## src/anp_pkg.sv

```systemverilog
/*
  Constants for the auto-negotiation fault, restart and progress block:
  register indices, bit positions, reset values and progress codes.
  Assumes a 32-bit classic Wishbone bus with word-aligned registers.
*/
package anp_pkg;

  // Register indices; the byte address is four times the index
  localparam logic [5:0] REG_CTL_IDX = 6'h00;
  localparam logic [5:0] REG_BST_IDX = 6'h01;
  localparam logic [5:0] REG_LPA_IDX = 6'h05;
  localparam logic [5:0] REG_QST_IDX = 6'h11;
  localparam logic [5:0] REG_EXT_IDX = 6'h13;

  // Control register fields
  localparam int CTL_SRST_BIT    = 15;
  localparam int CTL_AN_EN_BIT   = 12;
  localparam int CTL_RESTART_BIT = 9;

  // Basic status fields
  localparam int BST_AN_DONE_BIT = 5;
  localparam int BST_RF_BIT      = 4;
  localparam int BST_LINK_BIT    = 2;

  // Partner ability and extended control fields
  localparam int LPA_RF_BIT = 13;
  localparam int EXT_RF_BIT = 13;

  // Quick status fields
  localparam int QST_SPEED_BIT  = 15;
  localparam int QST_DUPLEX_BIT = 14;
  localparam int QST_PROG_HI    = 13;
  localparam int QST_PROG_LO    = 11;
  localparam int QST_AN_BIT     = 4;
  localparam int QST_RF_BIT     = 1;
  localparam int QST_LINK_BIT   = 0;

  // Reset values
  localparam logic       CTL_AN_EN_RST = 1'b1;
  localparam logic [3:0] PROG_RST      = 4'h0;

  // Progress codes
  localparam logic [3:0] PROG_MAX_NUM = 4'h8;
  localparam logic [3:0] PROG_DONE    = 4'hf;

endpackage

```

## src/anp_autoneg_ctl.sv

```systemverilog
/*
  Auto-negotiation remote fault, restart and progress monitor logic
  with a classic Wishbone register slave.
  Assumes the arbitration state machine, link monitor and code word
  receiver run on ref_clk; the mode and select pins are asynchronous.
*/
// The register offsets and the Wishbone register port were chosen for this implementation.
// Functional notes
// - Partner remote fault sets fault bits in basic, partner and quick status.
// - Partner fault during capability exchange also sets extended control fault bit.
// - Local link fault advertises fault and sets partner and extended fault bits.
// - When enabled, negotiation starts after power-up and on management request.
// - Any reset idles arbitration and monitor and clears progress bits.
// - Restart reinitialises arbitration and monitor but keeps progress bits.
// - After restart progress bits change only on read, reset or higher state.
// - After completion progress bits change only on quick status read or reset.
// - Link failure restarts negotiation in either configuration mode.
// - Software mode: writing restart bit restarts; the bit clears itself.
// - Software mode: enable bit toggled one-zero-one restarts negotiation.
// - Hardware mode: select pin toggled high-low-high restarts negotiation.
// - Quick status reports speed, duplex, link status and negotiation complete.
// - Progress code is complete bit above quick status bits thirteen to eleven.
// - Progress code takes values zero through eight or all ones.
// - Between reads progress bits load only a higher arbitration state.
// - Reading progress bits loads the present state unconditionally.
// - A read returns the value held before that read.
// - First read after completion returns complete and progress bits all ones.
// - Later reads with link up return complete and progress bits zero.
// - Completion sets negotiation complete in basic and quick status.
`timescale 1ns/1ps

module anp_autoneg_ctl (
  // Clock and reset
  input  wire logic        ref_clk,
  input  wire logic        resetn,
  // Wishbone slave
  input  wire logic        wb_cyc_i,
  input  wire logic        wb_stb_i,
  input  wire logic        wb_we_i,
  input  wire logic [7:0]  wb_adr_i,
  input  wire logic [3:0]  wb_sel_i,
  input  wire logic [31:0] wb_dat_i,
  output logic             wb_ack_o,
  output logic      [31:0] wb_dat_o,
  // Configuration pins
  input  wire logic        mode_pin_a,
  input  wire logic        autoneg_select_pin,
  // Arbitration and link status
  input  wire logic [3:0]  arb_state,
  input  wire logic        an_complete,
  input  wire logic        link_up,
  input  wire logic        speed_100,
  input  wire logic        full_duplex,
  // Fault sources
  input  wire logic        partner_rf,
  input  wire logic        exchange_active,
  input  wire logic        local_link_fault,
  // Arbitration control and advertisement
  output logic             an_enable,
  output logic             an_restart,
  output logic             adv_remote_fault
);

  // Bus decode
  logic        req;
  logic        rd_req;
  logic        wr_req;
  logic [5:0]  idx;
  logic        qst_read;

  // Pin synchronisers
  logic        mode_s1_reg;
  logic        mode_s2_reg;
  logic        sel_s1_reg;
  logic        sel_s2_reg;
  logic        sel_s3_reg;

  // Control state
  logic        ctl_en_reg;
  logic        ctl_en_prev_reg;
  logic        restart_bit_reg;
  logic        srst_reg;
  logic        pwrup_reg;
  logic [1:0]  settle_reg;
  logic        link_prev_reg;
  logic        restart_next;
  logic        en_eff;

  // Fault and progress state
  logic        bst_rf_reg;
  logic        lpa_rf_reg;
  logic        qst_rf_reg;
  logic        ext_rf_reg;
  logic [3:0]  prog_reg;
  logic        done_seen_reg;
  logic        done_rpt_reg;
  logic [31:0] rd_data;

  assign req      = wb_cyc_i & wb_stb_i & ~wb_ack_o;
  assign rd_req   = req & ~wb_we_i;
  assign wr_req   = req & wb_we_i & wb_sel_i[1];
  assign idx      = wb_adr_i[7:2];
  assign qst_read = rd_req && idx == anp_pkg::REG_QST_IDX;

  // Only the second mode stage and the second and third select stages are read; the first may be metastable
  always_ff @(posedge ref_clk or negedge resetn) begin
    if (!resetn) begin
      mode_s1_reg <= 1'b0;
      mode_s2_reg <= 1'b0;
      sel_s1_reg  <= 1'b0;
      sel_s2_reg  <= 1'b0;
      sel_s3_reg  <= 1'b0;
    end else begin
      mode_s1_reg <= mode_pin_a;
      mode_s2_reg <= mode_s1_reg;
      sel_s1_reg  <= autoneg_select_pin;
      sel_s2_reg  <= sel_s1_reg;
      sel_s3_reg  <= sel_s2_reg;
    end
  end

  assign en_eff = mode_s2_reg ? ctl_en_reg : sel_s2_reg;

  // Restart sources, merged into one pulse towards arbitration
  always_comb begin
    restart_next = 1'b0;
    if (en_eff) begin
      if (pwrup_reg || srst_reg)
        restart_next = 1'b1;
      if (link_prev_reg && !link_up)
        restart_next = 1'b1;
      if (mode_s2_reg && restart_bit_reg)
        restart_next = 1'b1;
      if (mode_s2_reg && ctl_en_reg && !ctl_en_prev_reg)
        restart_next = 1'b1;
      if (!mode_s2_reg && sel_s2_reg && !sel_s3_reg)
        restart_next = 1'b1;
    end
  end

  always_ff @(posedge ref_clk or negedge resetn) begin
    if (!resetn) begin
      an_restart    <= 1'b0;
      an_enable     <= 1'b0;
      settle_reg    <= 2'b00;
      pwrup_reg     <= 1'b0;
      link_prev_reg <= 1'b0;
    end else begin
      an_restart    <= restart_next;
      an_enable     <= en_eff;
      // Power-up attempt waits until the pin synchronisers hold real values
      settle_reg    <= {settle_reg[0], 1'b1};
      pwrup_reg     <= settle_reg == 2'b01;
      link_prev_reg <= link_up;
    end
  end

  // Control register; restart and soft reset bits clear themselves
  always_ff @(posedge ref_clk or negedge resetn) begin
    if (!resetn) begin
      ctl_en_reg      <= anp_pkg::CTL_AN_EN_RST;
      ctl_en_prev_reg <= anp_pkg::CTL_AN_EN_RST;
      restart_bit_reg <= 1'b0;
      srst_reg        <= 1'b0;
    end else begin
      ctl_en_prev_reg <= ctl_en_reg;
      srst_reg        <= 1'b0;
      if (restart_bit_reg)
        restart_bit_reg <= 1'b0;
      if (wr_req && idx == anp_pkg::REG_CTL_IDX) begin
        ctl_en_reg <= wb_dat_i[anp_pkg::CTL_AN_EN_BIT];
        srst_reg   <= wb_dat_i[anp_pkg::CTL_SRST_BIT];
        if (wb_dat_i[anp_pkg::CTL_RESTART_BIT])
          restart_bit_reg <= 1'b1;
      end
    end
  end

  // Fault bits latch high; a read clears them but a new event wins
  always_ff @(posedge ref_clk or negedge resetn) begin
    if (!resetn) begin
      bst_rf_reg       <= 1'b0;
      lpa_rf_reg       <= 1'b0;
      qst_rf_reg       <= 1'b0;
      ext_rf_reg       <= 1'b0;
      adv_remote_fault <= 1'b0;
    end else begin
      adv_remote_fault <= local_link_fault;
      if (rd_req && idx == anp_pkg::REG_BST_IDX)
        bst_rf_reg <= 1'b0;
      if (rd_req && idx == anp_pkg::REG_LPA_IDX)
        lpa_rf_reg <= 1'b0;
      if (qst_read)
        qst_rf_reg <= 1'b0;
      if (rd_req && idx == anp_pkg::REG_EXT_IDX)
        ext_rf_reg <= 1'b0;
      if (partner_rf) begin
        bst_rf_reg <= 1'b1;
        lpa_rf_reg <= 1'b1;
        qst_rf_reg <= 1'b1;
      end
      if (partner_rf && exchange_active)
        ext_rf_reg <= 1'b1;
      if (local_link_fault) begin
        lpa_rf_reg <= 1'b1;
        ext_rf_reg <= 1'b1;
      end
    end
  end

  // Progress monitor; a restart leaves the held code alone
  always_ff @(posedge ref_clk or negedge resetn) begin
    if (!resetn) begin
      prog_reg      <= anp_pkg::PROG_RST;
      done_seen_reg <= 1'b0;
    end else if (srst_reg) begin
      prog_reg      <= anp_pkg::PROG_RST;
      done_seen_reg <= 1'b0;
    end else begin
      if (qst_read)
        prog_reg <= arb_state;
      else if (!done_seen_reg && arb_state > prog_reg)
        prog_reg <= arb_state;
      if (an_restart)
        done_seen_reg <= 1'b0;
      else if (arb_state == anp_pkg::PROG_DONE)
        done_seen_reg <= 1'b1;
    end
  end

  // Completion already reported once; later reads show a zero code while link holds
  always_ff @(posedge ref_clk or negedge resetn) begin
    if (!resetn)
      done_rpt_reg <= 1'b0;
    else if (srst_reg)
      done_rpt_reg <= 1'b0;
    else if (qst_read)
      done_rpt_reg <= link_up && prog_reg == anp_pkg::PROG_DONE
                      && arb_state == anp_pkg::PROG_DONE;
    else if (an_restart || !link_up || arb_state != anp_pkg::PROG_DONE)
      done_rpt_reg <= 1'b0;
  end

  // Read mux; the quick status shows the code held before this read
  always_comb begin
    rd_data = 32'h0000_0000;
    unique case (idx)
      anp_pkg::REG_CTL_IDX: begin
        rd_data[anp_pkg::CTL_AN_EN_BIT]   = ctl_en_reg;
        rd_data[anp_pkg::CTL_RESTART_BIT] = restart_bit_reg;
      end
      anp_pkg::REG_BST_IDX: begin
        rd_data[anp_pkg::BST_AN_DONE_BIT] = an_complete;
        rd_data[anp_pkg::BST_RF_BIT]      = bst_rf_reg;
        rd_data[anp_pkg::BST_LINK_BIT]    = link_up;
      end
      anp_pkg::REG_LPA_IDX: begin
        rd_data[anp_pkg::LPA_RF_BIT] = lpa_rf_reg;
      end
      anp_pkg::REG_QST_IDX: begin
        rd_data[anp_pkg::QST_SPEED_BIT]  = speed_100;
        rd_data[anp_pkg::QST_DUPLEX_BIT] = full_duplex;
        rd_data[anp_pkg::QST_PROG_HI:anp_pkg::QST_PROG_LO] =
          done_rpt_reg ? 3'h0 : prog_reg[2:0];
        rd_data[anp_pkg::QST_AN_BIT]     = prog_reg[3];
        rd_data[anp_pkg::QST_RF_BIT]     = qst_rf_reg;
        rd_data[anp_pkg::QST_LINK_BIT]   = link_up;
      end
      anp_pkg::REG_EXT_IDX: begin
        rd_data[anp_pkg::EXT_RF_BIT] = ext_rf_reg;
      end
      default: rd_data = 32'h0000_0000;
    endcase
  end

  // One wait state; ack falls in the cycle after it rose
  always_ff @(posedge ref_clk or negedge resetn) begin
    if (!resetn) begin
      wb_ack_o <= 1'b0;
      wb_dat_o <= 32'h0000_0000;
    end else begin
      wb_ack_o <= req;
      if (rd_req)
        wb_dat_o <= rd_data;
    end
  end
endmodule // anp_autoneg_ctl

```

## config.mk

```make
export PLATFORM = sky130hd
export DESIGN_NAME = anp_autoneg_ctl
export DESIGN_NICKNAME = d
export VERILOG_FILES = /design/src/anp_pkg.sv /design/src/anp_autoneg_ctl.sv
export SDC_FILE = /design/constraint.sdc
export NUM_CORES = 1
export LEC_CHECK = 0
export ABC_AREA = 1
export BUFFER_PORTS_ARGS = -buffer_cell sky130_fd_sc_hd__buf_2
export CAP_MARGIN = 20
export CORE_UTILIZATION = 40
export DETAILED_ROUTE_END_ITERATION = 8
export GPL_TIMING_DRIVEN = 1
export PLACE_DENSITY = 0.77
export SYNTH_ARGS = -nofsm -noshare
export SYNTH_HDL_FRONTEND = slang
export SYNTH_SLANG_ARGS = --single-unit
```

## constraint.sdc

```tcl
create_clock -name ref_clk -period 1.95 [get_ports ref_clk]
set_clock_uncertainty 0.05 [all_clocks]
set_input_delay 0.195 -clock ref_clk [delete_from_list [all_inputs] [get_ports ref_clk]]
set_output_delay 0.195 -clock ref_clk [all_outputs]
set_load 0.005 [all_outputs]
```

* After elaboration in Yosys (flattened, before gate mapping) *
Cells that the tools add are included.

cells by class
  order comparisons = 1
  eq/ne operators = 8
  bitwise logic cells = 7
  multiplexer cells = 39
  reductions and logical operators = 31

operators with widths
  kind                                                             number
  1-bit 2-to-1 mux                                                 30
  1-bit logical AND                                                15
  3-bit nonzero test                                               5
  6-bit by 5-bit == test with 1-bit output, second input constant  2
  4-bit 2-to-1 mux                                                 3
  4-bit == test, second input constant                             2
  6-bit by 1-bit == test with 1-bit output, second input constant  1
  6-bit by 3-bit == test with 1-bit output, second input constant  1
  6-bit zero test                                                  1
  1-bit bitwise AND                                                5
  1-bit zero test                                                  5
  4-bit greater-than comparator                                    1
  2-bit 2-to-1 mux                                                 2
  4-bit inequality test, second input constant                     1
  1-bit case mux with 2 select lines                               2
  2-bit nonzero test                                               2
  1-bit logical OR                                                 3
  3-bit 2-to-1 mux                                                 1
  1-bit case mux with 3 select lines                               1
  2-bit by 1-bit == test with 1-bit output, second input constant  1
  1-bit inverter                                                   2

storage, ports and cells
  word-level logic and storage cells = 110
  bits of input ports = 62
  register bits = 38

* Longest topological paths before layout *
  depth in word-level cells = 7
  depth in mapped cells = 11
  gate-level depth less buffers = 11

* Least setup slack after synthesis *
OpenSTA, ideal clock, no wires.

  kind = register to register
  start point = reg prog_reg[3]
  end point = reg prog_reg[0]
  arrival = 1,194 ps
  data required time = 1,783 ps
  path buffers = 0
  cell stages (with the launch flop) = 11
  slack = 590 ps
  library setup time = 117 ps
  cells stage by stage = dfrtp_1 > inv_1 > ha_1 > nand2_1 > inv_1 > nand2_1 > nand2_1 > nand2_1 > nand3_2 > nand2_1 > nand2_1

between the ends
  cells in the longest elaborated chain, start to end = 3

RTL lines
  item                           RTL line                text
  from (decl)                    anp_autoneg_ctl.sv:94   logic [3:0] prog_reg;
  from (signal assigned)         anp_autoneg_ctl.sv:214  prog_reg <= anp_pkg::PROG_RST;
  from (signal assigned)         anp_autoneg_ctl.sv:217  prog_reg <= anp_pkg::PROG_RST;
  from (signal assigned)         anp_autoneg_ctl.sv:221  prog_reg <= arb_state;
  4-bit greater-than comparator  anp_autoneg_ctl.sv:222  else if (!done_seen_reg && arb_state > prog_reg)
  1-bit logical AND              anp_autoneg_ctl.sv:222
  3-bit nonzero test (no line)   n/a

No other way between the ends.
A chain may end at the register's enable or synchronous reset.

* Worst setup path in the final report *
  start point = reg prog_reg[3]
  end point = reg prog_reg[1]

Same word-level chain as after synthesis.

==> results.json <==
{
  "gp_congestion": 0.778,
  "largest_register_ffs": 11,
  "start_kind": "flop",
  "clk_latency_ps": 300,
  "status": "finished, final reports clean",
  "p_switching_mw": 0.559,
  "die_height_um": 70.4,
  "dr.pass1.iters": 4,
  "seq_power_share_pct": 46.4,
  "avgSynthCellArea_um2": 8.66,
  "die-area_um2": 4950,
  "synthCells": 216,
  "grt_pass1_vias": 1362,
  "dp_slack_ps": 414,
  "min_path_type": "in2reg",
  "switching_share_pct": 29.0,
  "drv_cap": 0,
  "required_ps": 2080,
  "worst-setup-path-type": "reg2reg",
  "drive_gt1_share_pct": 24.6,
  "grt_max_degree": 39,
  "internal_power_mw": 1.37,
  "ys_types": 27,
  "hpwl_mm": 2.66,
  "place_inst": 307,
  "antenna_found_initial": 0,
  "ys_seq_area_share_pct": 51.0,
  "n_antenna_cell": 0,
  "synth_xor_area_share_pct": 0,
  "final_cells": 320,
  "ant_nets": 0,
  "clock.fmax_ghz": 0.651,
  "cts_tree": "done",
  "gr-total-overflow": 0,
  "leakage_nw": 1.23,
  "min_period_over_period_pct": 78.8,
  "nFillCells": 429,
  "clock_path_buffers": 2,
  "synth_compound_area_share_pct": 5.42,
  "clockPowerShare_pct": 34.9,
  "worstPathMaxFanout": 5,
  "ys_warn_count": 0,
  "setup_viol": 0,
  "fin_crit_ps": 1540,
  "clock_sink_count": 38,
  "grt_setup_unrepaired": "no",
  "synth.area.top_cells": "dfrtp_1, nand2_1, buf_4",
  "fin_ws_ps": 414,
  "cts_max_level": 2,
  "core_um2": 4410,
  "synth-seq-cells": 38,
  "crit_path_end_kind": "flop",
  "root_buffer": "clkbuf_8",
  "drtIter0Drc": 81,
  "critical_path_arrival_ps": 1670,
  "final_hold_viol_count": 0,
  "chipWidth_um": 70.4,
  "wl_per_cell_um": 10.7,
  "finalNetCount": 333,
  "via_count": 1456,
  "power_mw": 1.93,
  "worstMarginPinSlew_ps": 809,
  "pin_count": 98,
  "power.density_nw_per_um2": 870,
  "fin_area_um2": 2220,
  "yosysTopAreaCell": "dfrtp_1",
  "synth_top_family_by_area": "simple AND/OR/NAND/NOR gates",
  "pwr-share-comb_pct": 18.7,
  "cts.reportedPaths.clkPinSlew_ps": 80,
  "post_cts_buffers": 0,
  "start_util_pct": 42.4,
  "cts_buffers": 5,
  "synthSimpleGateAreaFrac_pct": 25.9,
  "netlist.area_leader.share_pct": 48.2,
  "routed_wl_mm": 3.42,
  "area_growth_syn_to_layout_pct": 18.6,
  "row_count": 24,
  "syn_area_um2": 1870,
  "grt_usage_pct": 15.1,
  "via_per_inst": 4.55,
  "irDropWorstVdd_mv": 0.476,
  "io_buffers": 42,
  "maxSlewHeadroom_pct": 46.1,
  "final_max_slew_viol_count": 0,
  "tns_ps": 0,
  "grt_pass1_wl_mm": 5.75,
  "drc_errors": 0,
  "dpl-instance-area_um2": 2050,
  "synthAdderAreaFrac_pct": 2.68,
  "synthMuxAreaShare_pct": 0
}
==> layout by cell type, fill, tap and decap left out, types with 3 or more instances in the layout <==
| cell type | synthesis | layout |
|---|---|---|
| nor2_2 | 3 | 3 |
| o21ai_1 | 5 | 5 |
| nor2_1 | 20 | 20 |
| buf_2 | 1 | 42 |
| inv_1 | 25 | 25 |
| ha_1 | 4 | 4 |
| a21oi_1 | 5 | 5 |
| clkbuf_8 | 0 | 5 |
| nand3_1 | 14 | 14 |
| conb_1 | 2 | 22 |
| nor2_4 | 4 | 4 |
| dfrtp_1 | 36 | 36 |
| dlygate4sd3_1 | 0 | 5 |
| nand2_1 | 54 | 54 |
==> area by class of cell <==
type                    count  area [um^2]  share of cell area [%]
flip-flops and latches     38          953                    43.0
multi-input cells         147          718                    32.4
repair buffers             47          260                    11.7
inverters                  28          108                    4.85
clock buffers               5         68.8                    3.10
well taps                  52         65.1                    2.93
clock inverters             3         45.0                    2.03
==> metrics by stage <==
| step | util, % | hold WS (ps) |
|---|---|---|
| after floorplan | - | -151 |
| final | 50.3 | 49.3 |
| after CTS | 50.3 | 41.9 |
| after global routing | 50.3 | 62.4 |
| after detailed placement | 46.5 | 255 |
| after global placement | 46.5 | 254 |
==> timing repair <==
action | 4_1_cts | 5_1_grt
hold buffers | 5 | 0
resized for setup | 0 | 0
endpoints found under the hold margin | 40 | 0
==> synth_stat cells (all sizes together) <==
cell,count
nand2,56
dfrtp,36
inv,28
nor2,27
buf,22
nand3,16
o21ai,7
a21oi,5
ha,4
a22o,2
conb,2
dfstp,2
nor3,2
o211ai,2
clkbuf,1
nand3b,1
nand4,1
o2bb2ai,1
or2,1
==> final timing paths <==
check | startpoint | end | slack, ps | cells past startpoint
worst max-delay path | prog_reg[3] | prog_reg[1] | 410 | 10
max in group asynchronous | resetn | wb_dat_o[4] | 870 | 2
worst min-delay path | wb_dat_i[9] | restart_bit_reg | 50 | 3
worst min register to register | sel_s1_reg | sel_s2_reg | 300 | 0
worst max register to register | prog_reg[3] | prog_reg[1] | 410 | 10
min in group asynchronous | resetn | settle_reg[0] | 470 | 2
==> worst max-delay path: stages (launching register included) <==
cell	delay (ps)
dfrtp_1	390
inv_1	100
ha_1	250
nand2_1	90
inv_1	40
nand2_1	50
nand2_1	50
nand2_1	150
nand3_2	120
nand2_1	80
nand2_1	50
==> power by group through the flow <==
stage	logic [mW]	clock network, mW	registers [mW]
after floorplan	0.278	0	0.901
after global placement	0.344	0	0.911
after detailed placement	0.360	0	0.910
after CTS	0.366	0.685	0.897
after global routing	0.424	0.718	0.903
final	0.361	0.673	0.897
==> routing by layer <==
| metal | track usage (%) | share of wire [%] | vias to the layer above |
|---|---|---|---|
| li1 | - | - | 730 |
| met1 | 16.9 | 40 | 686 |
| met2 | 26.6 | 53 | 35 |
| met3 | 3.75 | 4.6 | 5 |
| met4 | 7.33 | 1.6 | 0 |
| met5 | 0 | 0 | - |
==> kinds of logic (layout without fill, tap and decap cells) <==
logic type | Yosys count | in the layout
AND/OR/NAND/NOR | 104 | 104
buffers and inverters | 51 | 83
flip-flops | 38 | 38
AO/OA/AOI/OAI | 17 | 17
adder cells (fa/ha/maj) | 4 | 4
other | 2 | 22
Power figures use the tool's default switching activity.
